===== src/hw/scp_defines.vh =====
/*
  Constants for the serial command and status port: frame size, command
  codes, status selection and reset values of the pins.
  Assumes inclusion by bare name from the design files.
*/
`ifndef SCP_DEFINES_VH
`define SCP_DEFINES_VH
`define SCP_CMD_BITS 8
`define SCP_CH_COUNT 4
`define SCP_CNT_W 3
`define SCP_CNT_LAST 3'h7
`define SCP_CNT_ZERO 3'h0
`define SCP_CMD_OP_MSB 7
`define SCP_CMD_OP_LSB 4
`define SCP_OP_STATUS_SEL 4'h9
`define SCP_SEL_BIT 0
`define SCP_SEL_BUSY 1'h0
`define SCP_SEL_REQ 1'h1
`define SCP_STATUS_RESET 1'h1
`define SCP_ERR_RESET 1'h0
`define SCP_BUSY_CYCLES 4'h4
`define SCP_BUSY_W 4
`endif


===== src/hw/scp_port.v =====
/*
  Device side of the clocked serial command and status port. The host
  serial clock is oversampled on sys_clk; commands are collected into bytes,
  channel status is shifted out, and the status and error pins are driven.
  Assumes the host serial clock is well below a quarter of sys_clk and that
  the playback core supplies per-channel busy and request levels on sys_clk.
*/
// Notes on behaviour
// - With edge select low, input is captured on rising and output changed on falling edges.
// - With edge select high, input is captured on falling and output changed on rising edges.
// - Serial clock and data are only accepted while chip select is low.
// - While selected, the status of each channel is shifted out one bit per serial clock.
// - The serial output is released to high impedance whenever chip select is high.
// - The status-select command picks busy or next-data-request for the channel status pin.
// - The error pin is high while an error condition exists and low otherwise.
// - In reset or power-down the status pin is 1, error 0 and serial output released.
// - The command-busy output is low while a command is processed; the host waits for high.
// - Reset returns the port to its initial state and it then sits in power-down.
`timescale 1ns/1ps
`include "scp_defines.vh"
module scp_port #(
  parameter CHANNELS = `SCP_CH_COUNT
) (
  input wire sys_clk,
  input wire resetn,
  input wire edge_polarity_select,
  input wire chip_select_low,
  input wire serial_clk,
  input wire serial_in,
  input wire power_up,
  input wire [CHANNELS-1:0] channel_busy_n,
  input wire [CHANNELS-1:0] channel_next_data_request,
  input wire error_event,
  input wire cmd_done,
  output reg serial_out,
  output reg serial_out_en,
  output reg channel_status,
  output reg error_flag,
  output reg command_busy_n,
  output reg [`SCP_CMD_BITS-1:0] cmd_byte,
  output reg cmd_valid,
  output reg status_sel_req
);
  localparam ST_DOWN = 2'h0;
  localparam ST_IDLE = 2'h1;
  localparam ST_BUSY = 2'h2;

  wire [3:0] pins_sync;
  reg [1:0] state;
  reg sck_prev;
  reg [`SCP_CNT_W-1:0] bit_cnt;
  reg [`SCP_CMD_BITS-1:0] shift_in;
  reg [CHANNELS-1:0] shift_out;
  reg [`SCP_BUSY_W-1:0] busy_cnt;
  reg [1:0] ch_idx;

  wire pol = pins_sync[0];
  wire cs_n = ~pins_sync[1];
  wire sck = pins_sync[2];
  wire sdi = pins_sync[3];
  wire rise = sck & ~sck_prev;
  wire fall = ~sck & sck_prev;
  wire selected = ~cs_n && state != ST_DOWN;
  wire cap_edge = selected && (pol ? fall : rise);
  wire lau_edge = selected && (pol ? rise : fall);
  wire [`SCP_CMD_BITS-1:0] next_byte = {shift_in[`SCP_CMD_BITS-2:0], sdi};
  wire byte_done = cap_edge && bit_cnt == `SCP_CNT_LAST;

  // Chip select enters the synchroniser inverted, so its reset value reads as deselected.
  scp_sync #(.WIDTH(4)) u_sync (
    .sys_clk(sys_clk),
    .resetn(resetn),
    .din({serial_in, serial_clk, ~chip_select_low, edge_polarity_select}),
    .dout(pins_sync)
  );

  // Decides whether a completed byte is the status-select command.
  function is_status_sel;
    input [`SCP_CMD_BITS-1:0] b;
    begin
      is_status_sel = b[`SCP_CMD_OP_MSB:`SCP_CMD_OP_LSB] == `SCP_OP_STATUS_SEL;
    end
  endfunction

  // Busy lasts the minimum count and then until the core reports done. A
  // command abandoned by power-down ends on the count alone, so the host is
  // never locked out after the next power-up.
  wire busy_release = !command_busy_n && busy_cnt == {`SCP_BUSY_W{1'b0}} &&
    (cmd_done || state != ST_BUSY);
  // Reset levels show on the pins from the edge at which power_up drops.
  wire pins_idle = state == ST_DOWN || !power_up;

  // Power and command state.
  always @(posedge sys_clk or negedge resetn) begin
    if (!resetn) begin
      state <= ST_DOWN;
    end else begin
      case (state)
        ST_DOWN: begin
          // Power-down leaves the port deaf to the serial pins until woken.
          if (power_up) begin
            state <= ST_IDLE;
          end
        end
        ST_IDLE: begin
          if (!power_up) begin
            state <= ST_DOWN;
          end else if (byte_done) begin
            state <= ST_BUSY;
          end
        end
        ST_BUSY: begin
          // A byte taken while busy restarts the count and keeps the port busy.
          if (!power_up) begin
            state <= ST_DOWN;
          end else if (busy_release && !byte_done) begin
            state <= ST_IDLE;
          end
        end
        default: begin
          state <= ST_DOWN;
        end
      endcase
    end
  end

  // Serial input: command bytes collect on capture edges, MSB first.
  always @(posedge sys_clk or negedge resetn) begin
    if (!resetn) begin
      sck_prev <= 1'b0;
      bit_cnt <= `SCP_CNT_ZERO;
      shift_in <= {`SCP_CMD_BITS{1'b0}};
      cmd_byte <= {`SCP_CMD_BITS{1'b0}};
      cmd_valid <= 1'b0;
    end else begin
      sck_prev <= sck;
      cmd_valid <= byte_done;
      if (!selected) begin
        // A deselect or power-down drops any partial byte, so frames restart clean.
        bit_cnt <= `SCP_CNT_ZERO;
      end else if (cap_edge) begin
        bit_cnt <= bit_cnt + 3'h1;
      end
      if (cap_edge) begin
        shift_in <= next_byte;
      end
      if (byte_done) begin
        cmd_byte <= next_byte;
      end
    end
  end

  // Only the status-select command is decoded here; the rest go to the core.
  always @(posedge sys_clk or negedge resetn) begin
    if (!resetn) begin
      status_sel_req <= `SCP_SEL_BUSY;
    end else if (byte_done && is_status_sel(next_byte)) begin
      status_sel_req <= next_byte[`SCP_SEL_BIT];
    end
  end

  // Command-busy handshake toward the host.
  always @(posedge sys_clk or negedge resetn) begin
    if (!resetn) begin
      command_busy_n <= 1'b1;
      busy_cnt <= {`SCP_BUSY_W{1'b0}};
    end else if (byte_done) begin
      command_busy_n <= 1'b0;
      busy_cnt <= `SCP_BUSY_CYCLES;
    end else if (busy_cnt != {`SCP_BUSY_W{1'b0}}) begin
      busy_cnt <= busy_cnt - 4'h1;
    end else if (busy_release) begin
      command_busy_n <= 1'b1;
    end
  end

  // Serial status output.
  always @(posedge sys_clk or negedge resetn) begin
    if (!resetn) begin
      shift_out <= {CHANNELS{1'b0}};
      serial_out <= 1'b0;
      serial_out_en <= 1'b0;
    end else if (pins_idle) begin
      serial_out_en <= 1'b0;
    end else begin
      serial_out_en <= ~cs_n;
      if (cs_n) begin
        // The first capture edge of a frame comes before any launch edge, so
        // the first status bit is put out while the port is still deselected.
        serial_out <= ~channel_busy_n[CHANNELS-1];
        shift_out <= {~channel_busy_n[CHANNELS-2:0], ~channel_busy_n[CHANNELS-1]};
      end else if (lau_edge) begin
        serial_out <= shift_out[CHANNELS-1];
        shift_out <= {shift_out[CHANNELS-2:0], shift_out[CHANNELS-1]};
      end
    end
  end

  // Status and error pins.
  always @(posedge sys_clk or negedge resetn) begin
    if (!resetn) begin
      channel_status <= `SCP_STATUS_RESET;
      error_flag <= `SCP_ERR_RESET;
      ch_idx <= 2'h0;
    end else begin
      // The rotation index is two bits wide, so it covers four channels.
      ch_idx <= ch_idx + 2'h1;
      if (pins_idle) begin
        channel_status <= `SCP_STATUS_RESET;
        error_flag <= `SCP_ERR_RESET;
      end else begin
        error_flag <= error_event;
        // The status pin shows one channel per cycle in rotation.
        if (status_sel_req == `SCP_SEL_REQ) begin
          channel_status <= channel_next_data_request[ch_idx];
        end else begin
          channel_status <= channel_busy_n[ch_idx];
        end
      end
    end
  end
endmodule


===== src/hw/scp_sync.v =====
/*
  Two-flop synchroniser for a vector of asynchronous pin levels.
  Assumes the inputs are levels that stay stable over several sys_clk cycles.
*/
`timescale 1ns/1ps
module scp_sync #(
  parameter WIDTH = 4
) (
  input wire sys_clk,
  input wire resetn,
  input wire [WIDTH-1:0] din,
  output reg [WIDTH-1:0] dout
);
  reg [WIDTH-1:0] stage;
  always @(posedge sys_clk or negedge resetn) begin
    if (!resetn) begin
      stage <= {WIDTH{1'b0}};
      dout <= {WIDTH{1'b0}};
    end else begin
      stage <= din;
      dout <= stage;
    end
  end
endmodule


===== config.mk =====
export PLATFORM = sky130hd
export DESIGN_NAME = scp_port
export DESIGN_NICKNAME = d
export VERILOG_FILES = /design/src/hw/scp_port.v /design/src/hw/scp_sync.v
export VERILOG_INCLUDE_DIRS = /design/src /design/src/hw
export SDC_FILE = /design/constraint.sdc
export NUM_CORES = 1
export LEC_CHECK = 0
export BUFFER_PORTS_ARGS = -buffer_cell sky130_fd_sc_hd__clkbuf_2
export CAP_MARGIN = 25
export CORE_UTILIZATION = 40
export CTS_CLUSTER_DIAMETER = 30
export CTS_CLUSTER_SIZE = 28
export DETAILED_ROUTE_END_ITERATION = 8
export PLACE_DENSITY_LB_ADDON = 0.15
export SYNTH_ARGS = -nofsm -noshare
export SYNTH_HDL_FRONTEND = slang
export SYNTH_SLANG_ARGS = --single-unit

===== constraint.sdc =====
create_clock -name sys_clk -period 3.1 [get_ports sys_clk]
set_input_delay 0.31 -clock sys_clk [delete_from_list [all_inputs] [get_ports sys_clk]]
set_output_delay 0.31 -clock sys_clk [all_outputs]
set_load 0.05 [all_outputs]

==> summary.md <==
| Metric | Value |
|---|---|
| Worst EP required | `3.28 ns` |
| Share of cells above drive strength 1 | `36.8%` |
| CP max FO | `19` |
| Post-CTS Repair Setup Buffers | `0` |
| Hold Path Class | `input pin to register` |
| Arr. time, crit path | `between 2 and 2.5 ns` |
| Tcrit/Tclk final | `a little under three quarters` |
| First DRT Iteration DRCs | `35` |
| Ys flop type | `dfrtp_1` |
| NumNets Final | `205` |
| Final Hold Vio Count | `0` |
| I/O Buffers | `31` |
| Skew-Pair Late Insertion Delay | `0.29 ns` |
| Fmax | `451 MHz` |
| Avg Inst Size Synth | `about 13 sq um` |
| Worst VDD drop | `255 uV` |
| Die area | `4980 sq um` |
| Via count | `1206` |
| Max cap viols | `0` |
| Vias in the first global route | `1185` |
| P&R area growth vs syn | `18.5%` |
| Drt wl/cell | `13.4 um` |
| Leak Pwr | `0.00110 uW` |
| Die width | `70.6 um` |
| Tmin final | `2.22 ns` |
| Relative slew slack | `40.2%` |
| Mapped cell area | `roughly 1900 sq um` |
| Number of library cell types mapped by synthesis | `37` |
| FF-to-FF setup slack | `about 0.9 ns` |
| Post-CTS resize count | `0` |
| DRC Markers | `2` |
| Worst-case clock buffer depth | `2` |
| Routed Antenna Nets | `0` |
| Drt first pass iters | `6` |
| Reg2Reg Depth | `4` |
| Final setup fails | `0` |
| RSZ-0062 raised after global routing | `false` |
| # diodes | `0` |
| Core area | `4440 sq um` |
| Cell depth of the worst hold path | `1` |
| Starting Density | `42.3%` |
| Final HPWL DP | `2330 um` |
| Global-route wire length before repair | `5580 um` |
| Failing checks | `design-rule violations` |
| Row count | `24` |
| Number of buffers created by CTS | `5` |
| Outcome | `complete, but fails checks` |
| Synth Net Count | `167` |
| Fin util | `50.2%` |
| Die boundary height | `70.6 um` |
| Initial antenna violation count | `0` |
| Post-synth EDFFs | `0` |
| IO Pins | `32` |
| Setup tns final | `0 ns` |
| FF+latch count, synth | `45` |
| CP endpoint kind | `register` |
| Post-synthesis cell count | `146` |
| Gpl congestion | `just over 0.7` |
| Synth Warn # | `0` |
| Post-Route WL | `3180 um` |
| GRT Util Overall | `~15%` |
| CTS tree | `yes` |
| Number of max-slew violations in the final report | `0` |
| Sinks on Clock Net | `45` |
| H-tree Lvls | `2` |
| CP startpoint kind | `register` |
| Cell Pwr Density | `547 nW/um^2` |
| Post-synthesis sequential area ratio | `60.0%` |
| Routed vias/inst | `5.09` |
| Worst Skew | `0.00520 ns` |
| Async set or reset register ratio after synthesis | `100%` |
| CP Class | `register to register` |
| Slew at the pin with the worst max-slew slack | `0.894 ns` |
| Largest net degree at the start of global routing | `31` |
| Root buf cell | `clkbuf_8` |
| Grt total ovfl | `0` |
| Clock-pin slew on the worst setup and hold paths | `0.08 ns` |
cell families (layout without fill, tap and decap cells):
logic type               Yosys count  after routing  synth area share (%)
AND/OR/NAND/NOR                   38             38                  10.8
multiplexers                      20             20                  13.0
buffers and inverters             12             51                  2.99
flip-flops                        45             45                  60.0
XOR/XNOR                           3              3                  1.40
AO/OA/AOI/OAI                     24             24                  9.18
adder cells (fa/ha/maj)            4              4                  2.66
cell type report:
cell class | instances | area, sq um
Multi-Input combinational cell | 89 | 697
Sequential cell | 45 | 1130
Tap cell | 52 | 65.1
Timing Repair Buffer | 33 | 185
Clock buffer | 7 | 86.3
Fill cell | 409 | 2210
Clock inverter | 1 | 30.0
Inverter | 10 | 37.5
registers in the layout (all words and copies together), names as in the netlist, 2 cells and up:
name	count
u_sync.dout	4
busy_cnt	4
cmd_byte	8
ch_idx	2
shift_in	7
state	2
bit_cnt	3
u_sync.stage	4
shift_out	4
cells in the mapped netlist (2+ instances only):
cell type  instances  share of area [%]
dfrtp_1           43                 57
nor2_1            18                3.6
mux2_2            16                9.6
a21oi_1           12                3.2
inv_1             10                2.0
ha_1               4                2.7
nand3b_1           4                1.6
nor3_1             3               0.80
a211o_2            2                1.1
dfstp_2            2                2.8
mux2i_1            2                1.1
mux4_2             2                2.4
nand2_1            2               0.40
or3b_2             2               0.93
xor2_1             2               0.93
through the flow:
step	hold WS, ns	instance area (sq um)	instances	total power, uW	setup WS (ns)
4_1_cts	0.110	2230	237	1240	0.844
5_1_grt	0.0985	2230	237	1280	0.701
2_1_floorplan	0.0144	1880	146	739	1.28
6_report	0.122	2230	237	1220	0.881
3_3_place_gp	0.333	2080	227	775	0.956
3_5_place_dp	0.265	2100	228	786	0.863
final timing paths:
path | start | endpoint
hold reg to reg | u_sync.stage[0] | u_sync.dout[0]
setup reg to reg | sck_prev | status_sel_req
min in group asynchronous | resetn | shift_out[1]
max in group asynchronous | resetn | command_busy_n
setup / recovery | sck_prev | status_sel_req
hold / removal | serial_in | u_sync.stage[3]
routing by layer:
layer	share of wire [%]	track usage, %	vias up
li1	-	-	585
met1	47	19.3	591
met2	46	22.3	24
met3	4.5	4.70	6
met4	2.0	7.33	0
met5	0	0	-
repair_timing:
item | CTS | global route
setup endpoints to repair | 0 | 0
hold buffers | 1 | 0
endpoints found under the hold margin | 14 | 0
power by group:
part           switching (uW)  internal [uW]  total (uW)
clock network             184            263         447
registers                33.2            631         665
logic                    58.1           50.7         109
total                     275            945        1220
cells in the final DEF (no fill, tap or decap), types with 3 or more instances in the layout:
cell type | Yosys | layout
dfrtp_1 | 43 | 43
clkbuf_2 | 0 | 31
nor2_1 | 18 | 18
mux2_2 | 16 | 16
a21oi_1 | 12 | 12
inv_1 | 10 | 10
clkbuf_8 | 0 | 6
nand3b_1 | 4 | 4
ha_1 | 4 | 4
nor3_1 | 3 | 3
critical path, cell delays in order, from the launching register on:
cell and delay, ns:
dfrtp_1 0.45, or3b_4 0.44, a211oi_4 0.78, nand2_1 0.12, mux2_2 0.31
Power figures use the tool's default switching activity.
